**src/hdl/pdc_defs.svh**
```systemverilog
// register offsets, field positions, reset values for the divider configuration bank
// assumes inclusion by bare name from design files only
`ifndef PDC_DEFS_SVH
`define PDC_DEFS_SVH

// ----------------------------------------
// register offsets
// ----------------------------------------
`define PDC_OFS_OUT2_MID 8'h23
`define PDC_OFS_OUT2_LOW 8'h24
`define PDC_OFS_FB_HS_TOP 8'h28
`define PDC_OFS_FB_MID 8'h29
`define PDC_OFS_FB_LOW 8'h2A
`define PDC_OFS_IN1_TOP 8'h2B
`define PDC_OFS_IN1_MID 8'h2C
`define PDC_OFS_IN1_LOW 8'h2D
`define PDC_OFS_IN2_TOP 8'h2E
`define PDC_OFS_IN2_MID 8'h2F
`define PDC_OFS_IN2_LOW 8'h30

// ----------------------------------------
// reset values
// ----------------------------------------
`define PDC_RST_OUT2_MID 8'h00
`define PDC_RST_OUT2_LOW 8'h31
`define PDC_RST_FB_HS_TOP 8'hC0
`define PDC_RST_FB_MID 8'h00
`define PDC_RST_FB_LOW 8'hF9
`define PDC_RST_IN1_TOP 8'h00
`define PDC_RST_IN1_MID 8'h00
`define PDC_RST_IN1_LOW 8'h09
`define PDC_RST_IN2_TOP 8'h00
`define PDC_RST_IN2_MID 8'h00
`define PDC_RST_IN2_LOW 8'h00

// ----------------------------------------
// field positions and widths
// ----------------------------------------
`define PDC_FB_HS_MSB 7
`define PDC_FB_HS_LSB 5
`define PDC_FB_TOP_MSB 3
`define PDC_IN_TOP_MSB 2
`define PDC_FB_HS_OFFSET 4'h3
`define PDC_OUT2_W 16
`define PDC_FB_W 20
`define PDC_IN_W 19

`endif

```
**src/hdl/pdc_pkg.sv**
```systemverilog
// types shared by the divider configuration bank
// assumes pdc_defs.svh is available on the include path
package pdc_pkg;
  typedef logic [7:0] pdc_byte_t;
  typedef logic [7:0] pdc_addr_t;
endpackage

```
**src/hdl/pdc_bank.sv**
```systemverilog
// divider configuration bank: byte registers plus the dividers they steer
// assumes a simple byte register port on clk_sys; clock pins are asynchronous
`timescale 1ns/100ps
`include "pdc_defs.svh"

module pdc_bank
  import pdc_pkg::*;
(
  // clock and reset
  input wire logic clk_sys,
  input wire logic srst,
  // register port
  input wire logic [7:0] reg_addr,
  input wire logic reg_wr,
  input wire logic [7:0] reg_wdata,
  output logic [7:0] reg_rdata,
  // clock pins, asynchronous
  input wire logic clock_input_one,
  input wire logic clock_input_two,
  input wire logic vco_clk,
  // divided ticks
  output logic in1_pre_div_tick,
  output logic in2_pre_div_tick,
  output logic phase_det_fb_tick,
  output logic clock_output_two_tick
);
  // ----------------------------------------
  // configuration registers
  // ----------------------------------------
  pdc_byte_t out2_div_mid_byte_r;
  pdc_byte_t out2_div_low_byte_r;
  pdc_byte_t fb_hs_code_and_ls_top_r;
  pdc_byte_t fb_ls_div_mid_byte_r;
  pdc_byte_t fb_ls_div_low_byte_r;
  pdc_byte_t in1_div_top_bits_r;
  pdc_byte_t in1_div_mid_byte_r;
  pdc_byte_t in1_div_low_byte_r;
  pdc_byte_t in2_div_top_bits_r;
  pdc_byte_t in2_div_mid_byte_r;
  pdc_byte_t in2_div_low_byte_r;

  function automatic logic hit(input pdc_addr_t a, input pdc_addr_t ofs);
    hit = (a == ofs);
  endfunction

  wire wr_out2_mid = reg_wr & hit(reg_addr, `PDC_OFS_OUT2_MID);
  wire wr_out2_low = reg_wr & hit(reg_addr, `PDC_OFS_OUT2_LOW);
  wire wr_fb_top = reg_wr & hit(reg_addr, `PDC_OFS_FB_HS_TOP);
  wire wr_fb_mid = reg_wr & hit(reg_addr, `PDC_OFS_FB_MID);
  wire wr_fb_low = reg_wr & hit(reg_addr, `PDC_OFS_FB_LOW);
  wire wr_in1_top = reg_wr & hit(reg_addr, `PDC_OFS_IN1_TOP);
  wire wr_in1_mid = reg_wr & hit(reg_addr, `PDC_OFS_IN1_MID);
  wire wr_in1_low = reg_wr & hit(reg_addr, `PDC_OFS_IN1_LOW);
  wire wr_in2_top = reg_wr & hit(reg_addr, `PDC_OFS_IN2_TOP);
  wire wr_in2_mid = reg_wr & hit(reg_addr, `PDC_OFS_IN2_MID);
  wire wr_in2_low = reg_wr & hit(reg_addr, `PDC_OFS_IN2_LOW);

  // bit 4 of the feedback register is reserved and never stored
  wire [7:0] fb_top_wmask = 8'hEF;
  wire [7:0] in_top_wmask = 8'h07;

  always_ff @(posedge clk_sys) begin
    if (srst) begin
      out2_div_mid_byte_r <= `PDC_RST_OUT2_MID;
      out2_div_low_byte_r <= `PDC_RST_OUT2_LOW;
      fb_hs_code_and_ls_top_r <= `PDC_RST_FB_HS_TOP;
      fb_ls_div_mid_byte_r <= `PDC_RST_FB_MID;
      fb_ls_div_low_byte_r <= `PDC_RST_FB_LOW;
      in1_div_top_bits_r <= `PDC_RST_IN1_TOP;
      in1_div_mid_byte_r <= `PDC_RST_IN1_MID;
      in1_div_low_byte_r <= `PDC_RST_IN1_LOW;
      in2_div_top_bits_r <= `PDC_RST_IN2_TOP;
      in2_div_mid_byte_r <= `PDC_RST_IN2_MID;
      in2_div_low_byte_r <= `PDC_RST_IN2_LOW;
    end else begin
      if (wr_out2_mid) out2_div_mid_byte_r <= reg_wdata;
      if (wr_out2_low) out2_div_low_byte_r <= reg_wdata;
      if (wr_fb_top) fb_hs_code_and_ls_top_r <= reg_wdata & fb_top_wmask;
      if (wr_fb_mid) fb_ls_div_mid_byte_r <= reg_wdata;
      if (wr_fb_low) fb_ls_div_low_byte_r <= reg_wdata;
      if (wr_in1_top) in1_div_top_bits_r <= reg_wdata & in_top_wmask;
      if (wr_in1_mid) in1_div_mid_byte_r <= reg_wdata;
      if (wr_in1_low) in1_div_low_byte_r <= reg_wdata;
      if (wr_in2_top) in2_div_top_bits_r <= reg_wdata & in_top_wmask;
      if (wr_in2_mid) in2_div_mid_byte_r <= reg_wdata;
      if (wr_in2_low) in2_div_low_byte_r <= reg_wdata;
    end
  end

  // ----------------------------------------
  // read-back
  // ----------------------------------------
  // every register is passed in so the mux follows a write, not only an address change
  wire [87:0] reg_image = {out2_div_mid_byte_r, out2_div_low_byte_r, fb_hs_code_and_ls_top_r,
                           fb_ls_div_mid_byte_r, fb_ls_div_low_byte_r, in1_div_top_bits_r,
                           in1_div_mid_byte_r, in1_div_low_byte_r, in2_div_top_bits_r,
                           in2_div_mid_byte_r, in2_div_low_byte_r};

  function automatic pdc_byte_t read_mux(input pdc_addr_t a, input logic [87:0] img);
    case (a)
      `PDC_OFS_OUT2_MID: read_mux = img[87:80];
      `PDC_OFS_OUT2_LOW: read_mux = img[79:72];
      `PDC_OFS_FB_HS_TOP: read_mux = img[71:64];
      `PDC_OFS_FB_MID: read_mux = img[63:56];
      `PDC_OFS_FB_LOW: read_mux = img[55:48];
      `PDC_OFS_IN1_TOP: read_mux = img[47:40];
      `PDC_OFS_IN1_MID: read_mux = img[39:32];
      `PDC_OFS_IN1_LOW: read_mux = img[31:24];
      `PDC_OFS_IN2_TOP: read_mux = img[23:16];
      `PDC_OFS_IN2_MID: read_mux = img[15:8];
      `PDC_OFS_IN2_LOW: read_mux = img[7:0];
      default: read_mux = 8'h00;
    endcase
  endfunction

  wire [7:0] rdata_nxt = read_mux(reg_addr, reg_image);

  always_ff @(posedge clk_sys) begin
    if (srst) begin
      reg_rdata <= 8'h00;
    end else begin
      reg_rdata <= rdata_nxt;
    end
  end

  // ----------------------------------------
  // field assembly
  // ----------------------------------------
  // upper output-two nibble lives elsewhere; this bank covers bits 15:0
  wire [`PDC_OUT2_W-1:0] out2_lowspeed_div = {out2_div_mid_byte_r, out2_div_low_byte_r};
  wire [2:0] fb_highspeed_div = fb_hs_code_and_ls_top_r[`PDC_FB_HS_MSB:`PDC_FB_HS_LSB];
  // terminal = code + 3 gives a ratio of code + 4, 4 through 11
  wire [3:0] fb_hs_terminal = {1'b0, fb_highspeed_div} + `PDC_FB_HS_OFFSET;
  wire [`PDC_FB_W-1:0] fb_lowspeed_div = {fb_hs_code_and_ls_top_r[`PDC_FB_TOP_MSB:0],
                                          fb_ls_div_mid_byte_r, fb_ls_div_low_byte_r};
  wire [`PDC_IN_W-1:0] in1_pre_div = {in1_div_top_bits_r[`PDC_IN_TOP_MSB:0],
                                      in1_div_mid_byte_r, in1_div_low_byte_r};
  wire [`PDC_IN_W-1:0] in2_pre_div = {in2_div_top_bits_r[`PDC_IN_TOP_MSB:0],
                                      in2_div_mid_byte_r, in2_div_low_byte_r};

  // ----------------------------------------
  // pin synchronisers and edge detect
  // ----------------------------------------
  logic [2:0] ck1_sync_r;
  logic [2:0] ck2_sync_r;
  logic [2:0] vco_sync_r;

  always_ff @(posedge clk_sys) begin
    if (srst) begin
      ck1_sync_r <= 3'h0;
      ck2_sync_r <= 3'h0;
      vco_sync_r <= 3'h0;
    end else begin
      ck1_sync_r <= {ck1_sync_r[1:0], clock_input_one};
      ck2_sync_r <= {ck2_sync_r[1:0], clock_input_two};
      vco_sync_r <= {vco_sync_r[1:0], vco_clk};
    end
  end

  // bit 0 is the metastable stage; edges are taken from bits 2:1 only
  wire ck1_rise = ck1_sync_r[1] & ~ck1_sync_r[2];
  wire ck2_rise = ck2_sync_r[1] & ~ck2_sync_r[2];
  wire vco_rise = vco_sync_r[1] & ~vco_sync_r[2];
  // pins must toggle well below clk_sys/2 or edges are dropped

  // ----------------------------------------
  // dividers
  // ----------------------------------------
  logic fb_hs_tick;

  pdc_divider #(.W(`PDC_IN_W)) u_in1_div (
    .clk_sys(clk_sys),
    .srst(srst),
    .tick_in(ck1_rise),
    .terminal(in1_pre_div),
    .tick_out(in1_pre_div_tick)
  );

  pdc_divider #(.W(`PDC_IN_W)) u_in2_div (
    .clk_sys(clk_sys),
    .srst(srst),
    .tick_in(ck2_rise),
    .terminal(in2_pre_div),
    .tick_out(in2_pre_div_tick)
  );

  pdc_divider #(.W(4)) u_fb_hs_div (
    .clk_sys(clk_sys),
    .srst(srst),
    .tick_in(vco_rise),
    .terminal(fb_hs_terminal),
    .tick_out(fb_hs_tick)
  );

  // even-ratio restriction is software's; odd fields still divide by field + 1
  pdc_divider #(.W(`PDC_FB_W)) u_fb_ls_div (
    .clk_sys(clk_sys),
    .srst(srst),
    .tick_in(fb_hs_tick),
    .terminal(fb_lowspeed_div),
    .tick_out(phase_det_fb_tick)
  );

  // zero divides by one; odd fields give the even ratios software is limited to
  pdc_divider #(.W(`PDC_OUT2_W)) u_out2_div (
    .clk_sys(clk_sys),
    .srst(srst),
    .tick_in(vco_rise),
    .terminal(out2_lowspeed_div),
    .tick_out(clock_output_two_tick)
  );
endmodule

```
**src/hdl/pdc_divider.sv**
```systemverilog
// programmable tick divider: one output pulse per (terminal+1) input ticks
// assumes tick_in is a one-cycle pulse on clk_sys
`timescale 1ns/100ps
module pdc_divider
  import pdc_pkg::*;
#(
  parameter int W = 20
) (
  // clock and reset
  input wire logic clk_sys,
  input wire logic srst,
  // ticks
  input wire logic tick_in,
  input wire logic [W-1:0] terminal,
  output logic tick_out
);
  logic [W-1:0] count_r;
  logic [W-1:0] count_nxt;
  // >= so a terminal lowered below the count wraps at once instead of running 2^W ticks
  wire at_end = (count_r >= terminal);

  assign count_nxt = at_end ? '0 : count_r + {{(W-1){1'b0}}, 1'b1};

  always_ff @(posedge clk_sys) begin
    if (srst) begin
      count_r <= '0;
      tick_out <= 1'b0;
    end else begin
      tick_out <= tick_in & at_end;
      if (tick_in) begin
        count_r <= count_nxt;
      end
    end
  end
endmodule

```
**config.mk**
```make
export PLATFORM = sky130hd
export DESIGN_NAME = pdc_bank
export DESIGN_NICKNAME = d
export VERILOG_FILES = /design/src/hdl/pdc_pkg.sv /design/src/hdl/pdc_bank.sv /design/src/hdl/pdc_divider.sv
export VERILOG_INCLUDE_DIRS = /design/src /design/src/hdl
export SDC_FILE = /design/constraint.sdc
export NUM_CORES = 1
export LEC_CHECK = 0
export BUFFER_PORTS_ARGS = -buffer_cell sky130_fd_sc_hd__buf_2
export CAP_MARGIN = 20
export CORE_MARGIN = 1.5
export CORE_UTILIZATION = 55
export DETAILED_ROUTE_END_ITERATION = 6
export PLACE_DENSITY = 0.82
export SLEW_MARGIN = 20
export SYNTH_ARGS = -nofsm -noshare
export SYNTH_HDL_FRONTEND = slang
export SYNTH_SLANG_ARGS = --single-unit
```
**constraint.sdc**
```tcl
create_clock -name clk_sys -period 4.1 [get_ports clk_sys]
set_input_delay 0.82 -clock clk_sys [delete_from_list [all_inputs] [get_ports clk_sys]]
set_output_delay 0.82 -clock clk_sys [all_outputs]
set_load 0.005 [all_outputs]
```
* Word-level counts from Yosys, hierarchy flattened *
Cells that the tools add are included.

storage, ports and cells
  logic and storage cells = 75
  bits of input ports = 22
  register bits after elaboration = 177
  output and inout bits = 12

cells by class
  muxes and demuxes = 6
  add/sub/neg operators = 6
  equal/unequal tests = 11
  bitwise operators = 22
  magnitude comparators = 5

operators by type and width
  cell                                                             count
  8-bit by 6-bit == test with 1-bit output, second input constant  11
  8-bit case mux with 11 select lines                              1
  19-bit by 1-bit adder with 19-bit output, second input constant  2
  19-bit greater-or-equal comparator                               2
  19-bit two-way mux                                               2
  20-bit by 1-bit adder with 20-bit output, second input constant  1
  20-bit greater-or-equal comparator                               1
  20-bit two-way mux                                               1
  1-bit bitwise AND                                                19
  16-bit by 1-bit adder with 16-bit output, second input constant  1
  16-bit greater-or-equal comparator                               1
  16-bit two-way mux                                               1
  3-bit by 2-bit adder with 4-bit output, second input constant    1
  4-bit by 1-bit adder with 4-bit output, second input constant    1
  4-bit greater-or-equal comparator                                1
  4-bit two-way mux                                                1
  1-bit inverter                                                   3

* Logic depth before layout (Yosys ltp) *
  word-level depth = 3
  depth in mapped cells = 10
  mapped depth without buffers = 8

* Hierarchy *
From an unflattened synthesis, not the netlist that was laid out.

second synthesis, totals
  cells, all modules = 1142
  area total of the unflattened synthesis = 9958.3 µm²

by module, submodules not included
  module                        cells an instance  times used  area an instance (µm²)  sequential area each (µm²)
  pdc_bank                      466                1           4155.2                  1881.8
  pdc_divider at u_in1_div ...  161                2           1398.8                  400.4
  pdc_divider at u_fb_ls_div    174                1           1491.4                  420.4
  pdc_divider at u_out2_div     144                1           1171.1                  340.3
  pdc_divider at u_fb_hs_div    36                 1           342.8                   100.1

* Least setup slack after synthesis *
OpenSTA, ideal clock, no wires.

  path kind = input to register
  from = input reg_addr[4]
  to = register fb_ls_div_low_byte_r[5]
  path buffers = 2
  arrival = 2015 ps
  path slack = 1948 ps
  stages = 8
  setup time = 137 ps
  cell sequence = nor4b_2 and2_1 buf_6 and3_4 buf_8 nand2_1 nand2_1 nand3_1

between the ends
  word-level cells in the longest chain between the ends = 2

ends and longest elaborated chain
  what                                      RTL line        source
  start: declaration                        pdc_bank.sv:13  input wire logic [7:0] reg_addr,
  8-bit by 6-bit == test with 1-bit output  pdc_bank.sv:43  hit = (a == ofs);
  1-bit bitwise AND                         pdc_bank.sv:50  wire wr_fb_low = reg_wr & hit(reg_addr, `PDC_OFS_FB_LOW);
  end signal: assignment                    pdc_bank.sv:68  fb_ls_div_low_byte_r <= `PDC_RST_FB_LOW;
  end signal: assignment                    pdc_bank.sv:80  if (wr_fb_low) fb_ls_div_low_byte_r <= reg_wdata;
  end: declaration                          pdc_bank.sv:34  pdc_byte_t fb_ls_div_low_byte_r;

Every way passes these cells.
A chain may end at the register's enable or synchronous reset.

* Worst setup path in the final report *
  from = input reg_addr[1]
  to = register out2_div_low_byte_r[0]

between the ends
  word-level cells in the longest chain between the ends = 2

ends and longest elaborated chain
  what                                      RTL line        source
  8-bit by 6-bit == test with 1-bit output  pdc_bank.sv:43
  1-bit bitwise AND                         pdc_bank.sv:47  wire wr_out2_low = reg_wr & hit(reg_addr, `PDC_OFS_OUT2_LOW);
  end signal: assignment                    pdc_bank.sv:65  out2_div_low_byte_r <= `PDC_RST_OUT2_LOW;
  end signal: assignment                    pdc_bank.sv:77  if (wr_out2_low) out2_div_low_byte_r <= reg_wdata;
  end: declaration                          pdc_bank.sv:31  pdc_byte_t out2_div_low_byte_r;

Every way passes these cells.

==> metrics.yaml <==
status: "complete, no violations"
hold_end: "ck1_sync_r[1]"
drive_gt1_share_pct: 8.02
clock-sinks: 177
period_share_pct: 71.6
synth_edf_count: 0
r2r-end: "u_in2_div.tick_out"
postSynthCellCount: 1157
num_rows: 48
syn-num-nets: 1263
setup_viol: 0
ys_ff_latch: 177
tightestPinTransition_ps: 975
numCtsBuffers: 17
post-synth-top-area-cell: "dfxtp_1"
synth_commonest_cells: "dfxtp_1, nand2_1, nand3_1"
hold_class: "flip-flop to flip-flop"
yosys_warnings: 0
yosysMostFrequentCell: "dfxtp_1"
crit_buf_inv: 1
worstPathMaxFanout: 29
reg2reg_slack_ps: 1520
place_area_um2: 9960
final_cells: 1387
drt-total-wl_um: 24100
avgViaCountPerCell: 6.08
timing.rr.start: "in2_div_mid_byte_r[6]"
clk_latency_ps: 440
maxCapViolCount: 0
period_minus_slack_ps: 2930
h-tree-depth: 4
synth_area_leaders: "dfxtp_1, ha_1, nand2_1, nand3_1, xor2_1"
cts_tree: "done"
root_buffer: "clkbuf_16"
regArea_um2: 3540
hold_path_startpoint: "ck1_sync_r[0]"
antenna_found_initial: 2
drt_iter0_drc: 876
seq_area_frac_synth_pct: 36.1
p_int_w: 0.00272
maxSlewViolCount: 0
nNetsFinal: 1253
first_global_vias: 7790
hold_violations: 0
start_util_pct: 56.5
postCtsSetupBuffers: 0
ant_nets: 0
slew_headroom_pct: 35.0
drtPass1Iterations: 5
hold_depth: 1
fin_ws_ps: 1170
ir_worst_vdd_mv: 0.286
synth_cell_types: 71
portBuffers: 33
dp.cells: 1353
critPathKind: "primary input to flip-flop"
die_x_um: 137
ctsHoldBuffers: 0
die-area_um2: 18600
ios: 34
synth_area_um2: 9810
reg2regPathDepth: 7
worst_clock_skew_ps: 6.21
cp_common_cell: "nand2_1"
vias: 8437
grt_pass1_wl_um: 38800
syn2layout_area_growth_pct: 7.69
crit_slowest_cell: "nor2_1"
drc: 0
crit_required_ps: 4370
place_congestion: 0.938
final_area_um2: 10600
path_cells: "buf_2 -> nor2_1 -> nor4b_4 -> and2b_1 -> nand2_1 -> nand2_1 -> nand3_1"
p_per_area_nw_per_um2: 335
track_usage_pct: 26.5
slowest_delay_ps: 670
multi_input_area_um2: 5610
worst_ep_arrival_time_ps: 3200
wl_per_cell_um: 17.4
async_reset_ff_share_pct: 0
fmax_mhz: 341
setup_tns_ps: 0
grt_max_degree: 81
pre_cts_slack_ps: 814
post-dp-hpwl_um: 17000
fillerInstances: 1455
clock_path_buffers: 2
synth_flop_cell: "dfxtp_1"
die_h_um: 137
grt.overflow.total: 0
pwr-share-seq_pct: 49.0
syn_area_per_cell_um2: 8.48
rsz0062_at_grt: "no"
end_kind: "flip-flop"
critPathLaunchType: "primary input"
post_cts_resized: 0
leakagePower_nw: 4.20
swShare_pct: 23.2
core_um2: 17400
combPwrFrac_pct: 4.3
p_switching_w: 0.000822
clkPwrFrac_pct: 46.7
clk_pin_slew_worst_paths_ps: 70
yosysTopAreaCellShare_pct: 36.1
cp_top_family: "simple AND/OR/NAND/NOR gates"
[cells by family after synthesis]
family / share of synthesized area [%]
simple gates: 22.8
compound gates: 13.8
flops: 36.1
buf+inv: 6.65
fa+ha+maj: 10.7
xor+xnor: 5.72
mux: 4.15
[stage by stage]
step	power (W)	hold slack [ps]	util, %
after global routing	0.00363	456	60.8
after floorplan	0.00188	414	-
final	0.00354	438	60.8
after global placement	0.00192	426	57.4
after CTS	0.00355	441	60.8
after detailed placement	0.00192	424	57.4
[cells in the final DEF, fill, tap and decap left out, types with 6 or more instances in the layout]
cell and instances:
dfxtp_1 177, xor2_1 45, a211oi_1 37, buf_2 32, mux2i_1 35, buf_4 6, a21oi_1 73, a221oi_1 6
nand3_1 89, xnor2_1 19, nand2b_1 10, nand4_1 32, ha_1 84, o21ai_0 23, nand2_1 125, a31oi_1 7
clkbuf_16 17, and4_1 7, nor2b_1 16, a21o_1 19, nor3_1 41, and3_1 16, nor2_1 72, inv_1 84
[area by class of cell]
type,instances,share of cell area (%)
Antenna cell,2,0.0474
Clock buffer,21,4.45
Clock inverter,11,1.22
Inverter,84,2.99
Multi-Input combinational cell,829,53.1
Sequential cell,177,33.6
Tap cell,225,2.67
Timing Repair Buffer,38,1.94
[worst max-delay path by stage]
stage | endpoint | slack [ps] | depth (start not counted) | start
after global routing | out2_div_low_byte_r[5] | 1000 | 7 | reg_addr[1]
after global placement | out2_div_low_byte_r[5] | 960 | 7 | reg_addr[1]
final | out2_div_low_byte_r[0] | 1170 | 7 | reg_addr[1]
after detailed placement | out2_div_low_byte_r[0] | 810 | 7 | reg_addr[1]
after floorplan | fb_ls_div_low_byte_r[5] | 1950 | 8 | reg_addr[4]
after CTS | out2_div_low_byte_r[0] | 1290 | 7 | reg_addr[1]
[metal layers]
| layer | GRT usage (%) | part of all wire (%) |
|---|---|---|
| met2 | 43.4 | 47 |
| met1 | 34.0 | 42 |
| met5 | 0 | 0 |
| met3 | 6.11 | 7.7 |
| met4 | 9.93 | 2.8 |
[flip-flops by register name (all words and copies together), names as in the netlist, 4 cells and up]
name	flops
fb_hs_code_and_ls_top_r	7
fb_ls_div_low_byte_r	8
fb_ls_div_mid_byte_r	8
in1_div_low_byte_r	8
in1_div_mid_byte_r	8
in2_div_low_byte_r	8
in2_div_mid_byte_r	8
out2_div_low_byte_r	8
out2_div_mid_byte_r	8
reg_rdata	8
u_fb_hs_div.count_r	4
u_fb_ls_div.count_r	20
u_in1_div.count_r	19
u_in2_div.count_r	19
u_out2_div.count_r	16
[power by group through the flow]
stage / clock [W] / combinational [W] / sequential, W
4_1_cts: 0.00167 / 0.000148 / 0.00173
5_1_grt: 0.00173 / 0.000162 / 0.00173
3_5_place_dp: 0 / 0.000147 / 0.00177
6_report: 0.00165 / 0.000152 / 0.00173
3_3_place_gp: 0 / 0.000145 / 0.00177
2_1_floorplan: 0 / 0.000109 / 0.00177
[worst reg2reg max path, cell delays in order (launching register included)]
cell and delay (ps):
dfxtp_1 390, inv_1 60, ha_1 300, a211oi_1 210
o21ai_0 120, a221oi_1 700, a21oi_2 390, and2_2 320
Note: power is estimated with default switching activity, not from simulation.
